### src/pmc_defs.vh
// constants for the power mode control block
`ifndef PMC_DEFS_VH
`define PMC_DEFS_VH
`define PMC_REG_ADDR 8'h87
`define PMC_RESET_VALUE 8'h00
`define PMC_BIT_IDLE 0
`define PMC_BIT_STOP 1
`define PMC_FLAGS_LSB 2
`define PMC_FLAGS_MSB 6
`define PMC_BIT_BAUD 7
`define PMC_RESET_VECTOR 16'h0000
`define PMC_MCD_TIMEOUT_US 100
`define PMC_CLK_MHZ 25
`define PMC_MCD_CYCLES (`PMC_MCD_TIMEOUT_US * `PMC_CLK_MHZ)
`endif

### src/pmc_power_mode.v
// power mode control register with idle and stop sequencing
`timescale 1ns/1ps
//
// What this block does
// - setting the idle select bit halts the cpu once the setting instruction completes.
// - in idle all state is kept and peripheral, timer and interrupt clocks keep running.
// - an enabled interrupt clears idle and resumes the cpu, which then services it.
// - a reset that ends idle runs the normal reset sequence from address zero.
// - an enabled watchdog timeout reset ends idle so the core cannot idle forever.
// - setting the stop select bit halts cpu and oscillators once the instruction completes.
// - stop ends only through reset, restarting at address zero; interrupts do not wake it.
// - in stop only the missing clock detector runs, and its timeout resets the device.
// - the stop and idle select bits always read back as zero.
// - the baud doubler bit selects double serial baud rate when set.
// - the five general flag bits are plain read/write storage.
`include "pmc_defs.vh"

module pmc_power_mode #(
    parameter MCD_CYCLES = `PMC_MCD_CYCLES
) (
    input wire clk_in,
    input wire resetn_in,
    input wire [7:0] reg_addr_in,
    input wire [7:0] reg_wdata_in,
    input wire reg_write_in,
    input wire reg_read_in,
    input wire instr_done_in,
    input wire irq_enabled_in,
    input wire watchdog_timeout_in,
    input wire mcd_enable_in,
    input wire mcd_clock_seen_in,
    output reg [7:0] reg_rdata_out,
    output reg cpu_clk_en_out,
    output reg periph_clk_en_out,
    output reg osc_en_out,
    output reg idle_out,
    output reg stop_out,
    output reg baud_doubler_out,
    output reg [4:0] general_flags_out,
    output reg internal_reset_out,
    output reg [15:0] reset_vector_out
);

    // ************************************************************
    // states
    // ************************************************************
    // one-hot; a stop request shares the pending state with idle and is
    // told apart by stop_pending, so there is no separate stop-pending code
    localparam ST_RUN = 4'h1;
    localparam ST_IDLE_PEND = 4'h2;
    localparam ST_IDLE = 4'h4;
    localparam ST_STOP = 4'h8;

    reg [3:0] state;
    reg [3:0] next_state;
    reg stop_pending;
    reg next_stop_pending;
    reg baud_doubler;
    reg [4:0] general_flags;
    reg [31:0] mcd_count;
    reg mcd_expired;
    reg int_reset;

    wire reg_hit;
    wire wr_hit;
    assign reg_hit = (reg_addr_in == `PMC_REG_ADDR);
    assign wr_hit = reg_write_in & reg_hit;

    // ************************************************************
    // state decoding
    // ************************************************************
    // the cpu clock is gated in both low power states; one place decides it
    function cpu_halted;
        input [3:0] st;
        begin
            cpu_halted = (st == ST_IDLE) || (st == ST_STOP);
        end
    endfunction

    // oscillators and peripheral clocks stop only in stop mode
    function osc_halted;
        input [3:0] st;
        begin
            osc_halted = (st == ST_STOP);
        end
    endfunction

    // readback image: mode select bits are action strobes, never stored
    function [7:0] read_image;
        input baud;
        input [4:0] flags;
        begin
            read_image = {baud, flags, 2'b00};
        end
    endfunction

    // ************************************************************
    // register storage
    // ************************************************************
    // baud bit is software storage; it survives idle untouched
    always @(posedge clk_in or negedge resetn_in) begin
        if (!resetn_in) begin
            baud_doubler <= 1'b0;
        end else if (wr_hit) begin
            baud_doubler <= reg_wdata_in[`PMC_BIT_BAUD];
        end
    end

    // general flags have no hardware effect at all; plain storage
    always @(posedge clk_in or negedge resetn_in) begin
        if (!resetn_in) begin
            general_flags <= 5'h00;
        end else if (wr_hit) begin
            general_flags <= reg_wdata_in[`PMC_FLAGS_MSB:`PMC_FLAGS_LSB];
        end
    end

    // ************************************************************
    // mode sequencing
    // ************************************************************
    // a mode request is latched on the write and acted on at instruction end
    always @* begin
        next_state = state;
        next_stop_pending = stop_pending;
        case (state)
            ST_RUN: begin
                if (wr_hit && reg_wdata_in[`PMC_BIT_STOP]) begin
                    next_state = ST_IDLE_PEND;
                    next_stop_pending = 1'b1;
                end else if (wr_hit && reg_wdata_in[`PMC_BIT_IDLE]) begin
                    next_state = ST_IDLE_PEND;
                    next_stop_pending = 1'b0;
                end
            end
            ST_IDLE_PEND: begin
                // wait for the setting instruction to finish
                if (instr_done_in) begin
                    next_state = stop_pending ? ST_STOP : ST_IDLE;
                    next_stop_pending = 1'b0;
                end
            end
            ST_IDLE: begin
                if (irq_enabled_in) begin
                    next_state = ST_RUN;
                end
            end
            ST_STOP: begin
                next_state = ST_STOP;
            end
            default: begin
                next_state = ST_RUN;
                next_stop_pending = 1'b0;
            end
        endcase
    end

    // any reset, pin or internal, returns to run; only the pin reset uses the async clear.
    // the internal path is synchronous: mode outputs follow next_state and
    // so drop one cycle after internal_reset_out rises, letting the core see
    // the reset request before its clocks come back
    always @(posedge clk_in or negedge resetn_in) begin
        if (!resetn_in) begin
            state <= ST_RUN;
            stop_pending <= 1'b0;
        end else if (int_reset) begin
            state <= ST_RUN;
            stop_pending <= 1'b0;
        end else begin
            state <= next_state;
            stop_pending <= next_stop_pending;
        end
    end

    // ************************************************************
    // missing clock detector and internal reset
    // ************************************************************
    // counting is held off while its own reset pulse is out; otherwise the
    // still-set expiry would raise a second reset once the core is in run
    wire mcd_counting;
    assign mcd_counting = (state == ST_STOP) && mcd_enable_in && !mcd_clock_seen_in
        && !int_reset;

    // counts only while stopped; the model assumes this counter keeps a clock
    always @(posedge clk_in or negedge resetn_in) begin
        if (!resetn_in) begin
            mcd_count <= 32'h00000000;
            mcd_expired <= 1'b0;
        end else if (mcd_counting) begin
            if (mcd_count >= MCD_CYCLES - 1) begin
                mcd_expired <= 1'b1;
            end else begin
                mcd_count <= mcd_count + 32'h00000001;
            end
        end else begin
            mcd_count <= 32'h00000000;
            mcd_expired <= 1'b0;
        end
    end

    // one-cycle internal reset pulse from watchdog or detector
    always @(posedge clk_in or negedge resetn_in) begin
        if (!resetn_in) begin
            int_reset <= 1'b0;
        end else begin
            int_reset <= ~int_reset & (watchdog_timeout_in | mcd_expired);
        end
    end

    // ************************************************************
    // outputs
    // ************************************************************
    // read data stands one cycle after the read strobe and is zero otherwise
    always @(posedge clk_in or negedge resetn_in) begin
        if (!resetn_in) begin
            reg_rdata_out <= 8'h00;
        end else if (reg_read_in && reg_hit) begin
            reg_rdata_out <= read_image(baud_doubler, general_flags);
        end else begin
            reg_rdata_out <= 8'h00;
        end
    end

    // outputs follow next_state so they change on the edge the state does, one edge later on an internal reset
    always @(posedge clk_in or negedge resetn_in) begin
        if (!resetn_in) begin
            cpu_clk_en_out <= 1'b1;
        end else begin
            cpu_clk_en_out <= !cpu_halted(next_state);
        end
    end

    // peripheral clock stays on in idle so interrupts can wake the cpu
    always @(posedge clk_in or negedge resetn_in) begin
        if (!resetn_in) begin
            periph_clk_en_out <= 1'b1;
        end else begin
            periph_clk_en_out <= !osc_halted(next_state);
        end
    end

    // oscillator off in stop; only a reset brings it back
    always @(posedge clk_in or negedge resetn_in) begin
        if (!resetn_in) begin
            osc_en_out <= 1'b1;
        end else begin
            osc_en_out <= !osc_halted(next_state);
        end
    end

    // idle level for the clock tree and the core
    always @(posedge clk_in or negedge resetn_in) begin
        if (!resetn_in) begin
            idle_out <= 1'b0;
        end else begin
            idle_out <= (next_state == ST_IDLE);
        end
    end

    // stop level; held until a reset pulls the state back to run
    always @(posedge clk_in or negedge resetn_in) begin
        if (!resetn_in) begin
            stop_out <= 1'b0;
        end else begin
            stop_out <= osc_halted(next_state);
        end
    end

    // baud doubler goes straight to the serial port rate selector
    always @(posedge clk_in or negedge resetn_in) begin
        if (!resetn_in) begin
            baud_doubler_out <= 1'b0;
        end else begin
            baud_doubler_out <= baud_doubler;
        end
    end

    // general flags exported for observation only; no hardware acts on them
    always @(posedge clk_in or negedge resetn_in) begin
        if (!resetn_in) begin
            general_flags_out <= 5'h00;
        end else begin
            general_flags_out <= general_flags;
        end
    end

    // internal reset request towards the reset logic; watchdog and detector in the same cycle share one pulse
    always @(posedge clk_in or negedge resetn_in) begin
        if (!resetn_in) begin
            internal_reset_out <= 1'b0;
        end else begin
            internal_reset_out <= int_reset;
        end
    end

    // restart address after any reset is always the bottom of code space
    always @(posedge clk_in or negedge resetn_in) begin
        if (!resetn_in) begin
            reset_vector_out <= `PMC_RESET_VECTOR;
        end else begin
            reset_vector_out <= `PMC_RESET_VECTOR;
        end
    end

endmodule // pmc_power_mode

### config.mk
export PLATFORM = sky130hd
export DESIGN_NAME = pmc_power_mode
export DESIGN_NICKNAME = d
export VERILOG_FILES = /design/src/pmc_power_mode.v
export VERILOG_INCLUDE_DIRS = /design/src
export SDC_FILE = /design/constraint.sdc
export NUM_CORES = 1
export LEC_CHECK = 0
export ABC_AREA = 0
export BUFFER_PORTS_ARGS = -buffer_cell sky130_fd_sc_hd__buf_2
export CAP_MARGIN = 20
export CORE_MARGIN = 2
export CORE_UTILIZATION = 36
export CTS_CLUSTER_DIAMETER = 120
export DETAILED_ROUTE_END_ITERATION = 10
export PLACE_DENSITY = 0.69
export SLEW_MARGIN = 15
export SYNTH_ARGS = -nofsm -noshare
export SYNTH_HDL_FRONTEND = slang
export SYNTH_SLANG_ARGS = --single-unit
export TNS_END_PERCENT = 50
### constraint.sdc
create_clock -name clk_in -period 1.55 [get_ports clk_in]
set_input_delay 0.155 -clock clk_in [delete_from_list [all_inputs] [get_ports clk_in]]
set_output_delay 0.155 -clock clk_in [all_outputs]
set_load 0.01 [all_outputs]
==> reports/results.ini, run 1 <==
[status]
status = finished with violations
failed_checks = negative setup slack

[worst_setup_path]
reg2reg_from = mcd_count[12]$_DFFE_PN0P_
cp-end-kind = flip-flop
critPathTopFamily = simple AND/OR/NAND/NOR gates
crit_start = mcd_count[12]$_DFFE_PN0P_
reg2reg_depth = 7
critical_path.most_common_cell = nor4_4
critPathMaxFanout = 6
r2r_setup_slack_ns = -0.18
path_buf_inv = 2
critPathArrivalTime_ns = 1.96
cp_cell_sequence = nor4_4, nand4_4, buf_4, buf_6, nor4_4, xnor2_1, nor2_1
crit_path_end = mcd_count[10]$_DFFE_PN0P_
path_depth = 7
r2r_end = mcd_count[10]$_DFFE_PN0P_
critPathRequiredTime_ns = 1.78
slowest_delay_ns = 0.41
worstSetupPathType = flip-flop to flip-flop
startpoint_type = flip-flop
worst_path_max_delay_cell = dfrtp_1

[worst_hold_path]
min_path_type = input pin to flip-flop
hp-start = reg_wdata_in[4]

[finish]
synthToLayoutAreaGrowth_pct = 26.79
seq_area_um2 = 1555
final_nets = 346
diodes = 0
multi_input_area_um2 = 1110
n_fill_cell = 682
drive_above_1_share_pct = 34.15
final_util_pct = 47.43

[logic_synthesis]
ys_seq_area_share_pct = 57.02
synth_warnings = 0
ys_seq_elements = 62
syn_area_per_cell_um2 = 11.04
syn_area_um2 = 2728
synth_cells = 247
ys.flop_type = dfrtp_1
synthDistinctLibCells = 41
async_reset_ff_share_pct = 100.0
synth_edf_count = 0

[timing]
post-route-min-period_ns = 1.726
postLayoutSetupSlackWorst_ns = -0.1760
finalSetupViolations = 13
grt_setup_unrepaired = true
fmax_mhz = 579.4
drv_slew = 0
fin_skew_ns = 0.009870
finalHoldViolCount = 0
post-route-period-util_pct = 111.4

[die]
core.rowCount = 31
design.core.area_um2 = 7292
die_w_um = 91.05
die_h_um = 91.05
dieArea_um2 = 8289
io_pins = 61
start_util_pct = 37.41

[drt]
drc = 0
ant_nets = 0
drt-initial-drc-count = 170
first_pass_iters = 4
wire_per_inst_um = 12.68
vias = 1986
vias_per_cell = 4.684
drt-total-wl_mm = 5.375

[clocking]
clock_latency_ns = 0.35
cts_max_level = 3
clk_pin_slew_ns = 0.07
cts-root-buf = clkbuf_8
cts_made_buffers = 9
cts_sinks = 62
clock_path_buffers = 2
cts_tree = built

[pwr]
finalPower_mw = 3.027
power_density_nw_per_um2 = 875.2
ir_worst_vdd_uv = 381.2
power_leakage_nw = 1.718

[grt]
grt_pass1_vias = 1989
track_usage_pct = 13.45
overflow = 0
grt_max_degree = 25
antenna_found_initial = 0
grt_first_pass_wirelength_mm = 8.804

[job]
maxCapViolations = 0

[placed_design]
io_buffers = 42
dp_hpwl_mm = 3.779
gp_congestion = 0.8726

metrics by stage:
stage          TNS [ns]  cells  hold slack, ns  setup slack [ns]  instance area [um2]
6_report         -1.391    424        0.007307           -0.1760                 3458
2_1_floorplan   -0.1246    264         -0.1406          -0.04687                 2798
3_3_place_gp     -1.005    401         0.05445           -0.1210                 3158
3_5_place_dp     -1.503    401         0.05268           -0.1791                 3158
4_1_cts          -1.422    422        0.001029           -0.1775                 3408
5_1_grt          -2.785    424        0.008328           -0.2811                 3458
logic make-up (layout without fill, tap and decap cells):
logic type      after synthesis  after routing  share of synthesized area [%]
simple gates                123            123                          27.94
flops                        62             62                          57.02
buf+inv                      32             93                          7.110
compound gates               18             18                          4.037
xor+xnor                      8              8                          2.569
mux                           2              2                         0.7340
fa+ha+maj                     1              1                         0.4586
other cells                   1             18                         0.1375
worst register-to-register path, stage by stage, from the launching register on:
cell	delay (ns)
dfrtp_1	0.41
nor4_4	0.33
nand4_4	0.21
buf_4	0.20
buf_6	0.11
nor4_4	0.15
xnor2_1	0.15
nor2_1	0.05
cells in the mapped netlist (2+ instances only):
master / count / area share, %
a21oi_1: 7 / 1.3
a31o_1: 2 / 0.64
a31oi_1: 3 / 0.69
and2_1: 20 / 4.6
and3_1: 8 / 1.8
and4_1: 2 / 0.64
buf_2: 2 / 0.37
buf_4: 19 / 5.2
clkbuf_1: 6 / 0.83
dfrtp_1: 59 / 54
dfstp_2: 3 / 2.9
inv_1: 4 / 0.55
mux2i_1: 2 / 0.73
nand2_1: 27 / 3.7
nand2b_1: 2 / 0.46
nand3_1: 4 / 0.73
nand3b_1: 3 / 0.83
nand4_1: 6 / 1.4
nand4b_1: 2 / 0.64
nor2_1: 22 / 3.0
nor3_1: 5 / 0.92
nor3b_1: 2 / 0.55
nor4_1: 6 / 1.4
nor4_4: 5 / 3.9
o21ai_0: 3 / 0.55
xnor2_1: 8 / 2.6
metal layers:
metal / vias to the layer above / track usage, % / part of all wire (%)
met5: - / 0 / 0
met2: 52 / 21.23 / 50
li1: 949 / - / -
met1: 970 / 16.45 / 43
met3: 15 / 4.896 / 4.7
met4: 0 / 6.187 / 2.2
state kept, by name, indices dropped and copies added, names as in the netlist, 4 cells and up:
signal and cells:
mcd_count 32, general_flags_out 5, state 4, reg_rdata_out 6, general_flags 5
how the worst min path moves through the flow:
stage	to	slack, ns	cells past startpoint
after CTS	general_flags[2]$_DFFE_PN0N_	0.001	3
after global routing	general_flags[0]$_DFFE_PN0N_	0.008	3
final	general_flags[2]$_DFFE_PN0N_	0.007	3
after floorplan	baud_doubler$_DFFE_PN0N_	-0.14	0
after global placement	mcd_count[22]$_DFFE_PN0P_	0.05	1
after detailed placement	mcd_count[22]$_DFFE_PN0P_	0.05	1
layout by cell type (no fill, tap or decap), drive strengths merged, types with 4 or more instances in the layout:
cell type,instances
a21oi,8
and2,21
and3,8
buf,70
clkbuf,10
conb,18
dfrtp,59
inv,4
nand2,28
nand3,4
nand4,7
nor2,22
nor3,6
nor4,11
xnor2,8
power breakdown:
group | switching [mW] | internal, mW
Combinational | 0.0851 | 0.0528
Sequential | 0.0100 | 1.64
Clock | 0.629 | 0.613
what timing repair did:
| action | CTS | global route |
|---|---|---|
| gates resized for setup | 6 | 6 |
| hold endpoints to repair | 46 | 0 |
| buffers inserted | 2 | 2 |
| hold buffers | 3 | 0 |
| pin swaps | 5 | 6 |
| setup endpoints to repair | 13 | 13 |
area by class of cell:
cell class / instances / area share [%]
repair buffers: 73 / 13.86
clock buffers: 10 / 3.980
inverters: 4 / 0.4342
multi-input cells: 170 / 32.09
clock inverters: 6 / 1.085
flip-flops and latches: 62 / 44.97
well taps: 99 / 3.582
(Power assumes the default switching activity.)
==> run 2: changes to the inputs <==
Clock period 1.55 ns to 1.5 ns, I/O delays scaled along.
==> reports/results.ini, run 2 (synthesis results as in run 1) <==
[die]
die_w_um = 91.05  ; unchanged
design.core.area_um2 = 7292  ; unchanged
dieArea_um2 = 8289  ; unchanged
core.rowCount = 31  ; unchanged
die_h_um = 91.05  ; unchanged
start_util_pct = 37.41  ; unchanged
io_pins = 61  ; unchanged

[finish]
diodes = 0  ; unchanged
drive_above_1_share_pct = 34.94  ; was 34.15%
final_util_pct = 48.99  ; was 47.43%
layout_commonest_cell = dfrtp_1  ; unchanged
largest_register = mcd_count  ; unchanged
n_fill_cell = 677  ; was 682
reg_top3 = mcd_count (32), reg_rdata_out (6)  ; unchanged
final_cell_mix = dfrtp_1, buf_2, nand2_1  ; unchanged
final_nets = 353  ; was 346
synthToLayoutAreaGrowth_pct = 30.96  ; was 26.79%
largest_reg_flops = 32  ; unchanged

[timing]
postLayoutSetupSlackWorst_ns = -0.2298  ; was -0.1760 ns
fin_skew_ns = 0.008802  ; was 0.009870 ns
grt_setup_unrepaired = true  ; unchanged
fmax_mhz = 578.1  ; was 579.4 MHz
post-route-period-util_pct = 115.3  ; was 111.4%
drv_slew = 0  ; unchanged
finalSetupViolations = 13  ; unchanged
post-route-min-period_ns = 1.730  ; was 1.726 ns
finalHoldViolCount = 0  ; unchanged

[pwr]
ir_worst_vdd_uv = 654.7  ; was 381.2 uV
power_leakage_nw = 1.777  ; was 1.718 nW
power_density_nw_per_um2 = 922.8  ; was 875.2 nW/um2
finalPower_mw = 3.297  ; was 3.027 mW

[clocking]
cts_sinks = 62  ; unchanged
clock_path_buffers = 2  ; unchanged
clk_pin_slew_ns = 0.07  ; about the same
clock_latency_ns = 0.33  ; was 0.35 ns
cts_tree = built  ; unchanged
cts_made_buffers = 9  ; unchanged
cts-root-buf = clkbuf_8  ; unchanged
cts_max_level = 3  ; unchanged

[worst_setup_path]
critPathMaxFanout = 5  ; was 6
critPathArrivalTime_ns = 1.95  ; was 1.96 ns
startpoint_type = flip-flop  ; unchanged
reg2reg_from = mcd_count[12]$_DFFE_PN0P_  ; unchanged
cp-end-kind = flip-flop  ; unchanged
worstSetupPathType = flip-flop to flip-flop  ; unchanged
reg2reg_depth = 7  ; unchanged
critPathRequiredTime_ns = 1.72  ; was 1.78 ns
r2r_setup_slack_ns = -0.23  ; was -0.18 ns
r2r_end = mcd_count[9]$_DFFE_PN0P_  ; was mcd_count[10]$_DFFE_PN0P_

[job]
maxCapViolations = 0  ; unchanged

[drt]
drt-initial-drc-count = 118  ; was 170
wire_per_inst_um = 11.98  ; was 12.68 um
drt-total-wl_mm = 5.165  ; was 5.375 mm
first_pass_iters = 4  ; unchanged
vias = 1973  ; was 1986
ant_nets = 0  ; unchanged
vias_per_cell = 4.578  ; was 4.684
drc = 0  ; unchanged

[worst_hold_path]
hold-path-endpoint = general_flags[4]$_DFFE_PN0N_  ; was general_flags[2]$_DFFE_PN0N_
min_path_type = input pin to flip-flop  ; unchanged
hp-start = reg_wdata_in[6]  ; was reg_wdata_in[4]
whs_path_depth = 3  ; unchanged

[grt]
overflow = 0  ; unchanged
track_usage_pct = 13.30  ; was 13.45%
grt_max_degree = 27  ; was 25
grt_pass1_vias = 1942  ; was 1989
grt_first_pass_wirelength_mm = 8.797  ; was 8.804 mm
antenna_found_initial = 0  ; unchanged

[placed_design]
dp_hpwl_mm = 3.624  ; was 3.779 mm
gp_congestion = 0.8266  ; was 0.8726
io_buffers = 42  ; unchanged

[status]
status = finished with violations  ; unchanged
failed_checks = negative setup slack  ; unchanged

[run 2: changes by cell type in the layout (fill, tap and decap cells not counted), moves of 2 or more]
| cell | delta |
|---|---|
| clkinv_2 | -3 |
| nor4_2 | +2 |
| dlygate4sd3_1 | +3 |
| buf_6 | +3 |
| nor4_4 | -2 |
| clkinv_4 | +2 |
[run 2: where the power goes]
group / internal, mW / total (mW) / switching, mW
clock: 0.778 / 1.44 / 0.663
combinational: 0.0619 / 0.155 / 0.0930
sequential: 1.69 / 1.70 / 0.0101
total: 2.53 / 3.30 / 0.766
[run 2: worst max path at each step]
stage | startpoint | end | cells past startpoint
final | mcd_count[12]$_DFFE_PN0P_ | mcd_count[9]$_DFFE_PN0P_ | 7
after global routing | mcd_count[12]$_DFFE_PN0P_ | mcd_count[9]$_DFFE_PN0P_ | 7
after CTS | mcd_count[31]$_DFFE_PN0P_ | mcd_count[1]$_DFFE_PN0P_ | 6
after detailed placement | mcd_count[12]$_DFFE_PN0P_ | mcd_count[7]$_DFFE_PN0P_ | 5
after global placement | mcd_count[28]$_DFFE_PN0P_ | mcd_count[7]$_DFFE_PN0P_ | 5
after floorplan | mcd_count[16]$_DFFE_PN0P_ | mcd_count[7]$_DFFE_PN0P_ | 5
[run 2: area by class of cell]
class,instances,area [um2],area share (%)
inverters,4,15.01,0.4203
clock inverters,6,71.32,1.996
well taps,99,123.9,3.468
multi-input cells,170,1116,31.24
clock buffers,10,127.6,3.573
repair buffers,80,563.0,15.76
flip-flops and latches,62,1555,43.54
[run 2: per-stage QoR]
step | setup slack (ns) | cells | area, um2 | TNS, ns | hold WS, ns
floorplan | -0.09687 | 264 | 2810 | -0.4157 | -0.1456
global placement | -0.1461 | 405 | 3213 | -1.346 | 0.1155
detailed placement | -0.2123 | 405 | 3213 | -1.855 | 0.1209
CTS | -0.1798 | 429 | 3506 | -1.624 | 0.005043
global route | -0.3197 | 431 | 3572 | -3.473 | -0.004545
finish | -0.2298 | 431 | 3572 | -2.182 | 0.02349
[run 2: layer usage]
| metal | track usage (%) | up-vias | share of wire [%] |
|---|---|---|---|
| met3 | 3.983 | 2 | 4.2 |
| li1 | - | 969 | - |
| met5 | 0 | - | 0 |
| met1 | 17.44 | 958 | 45 |
| met4 | 5.303 | 0 | 0.46 |
| met2 | 20.68 | 44 | 50 |
[run 2: timing repair]
item,4_1_cts,5_1_grt
buffers inserted,2,2
hold endpoints to repair,20,0
gates resized for setup,4,11
pin swaps,4,8
endpoints found under the setup margin,13,29
hold buffers,6,0
[run 2: critical path: stages (launching register included)]
cell and delay (ns):
dfrtp_1 0.41, nor4_4 0.36, nand4_4 0.20, nor3_4 0.23, buf_4 0.15, buf_6 0.09, a31o_4 0.13, a21oi_2 0.05
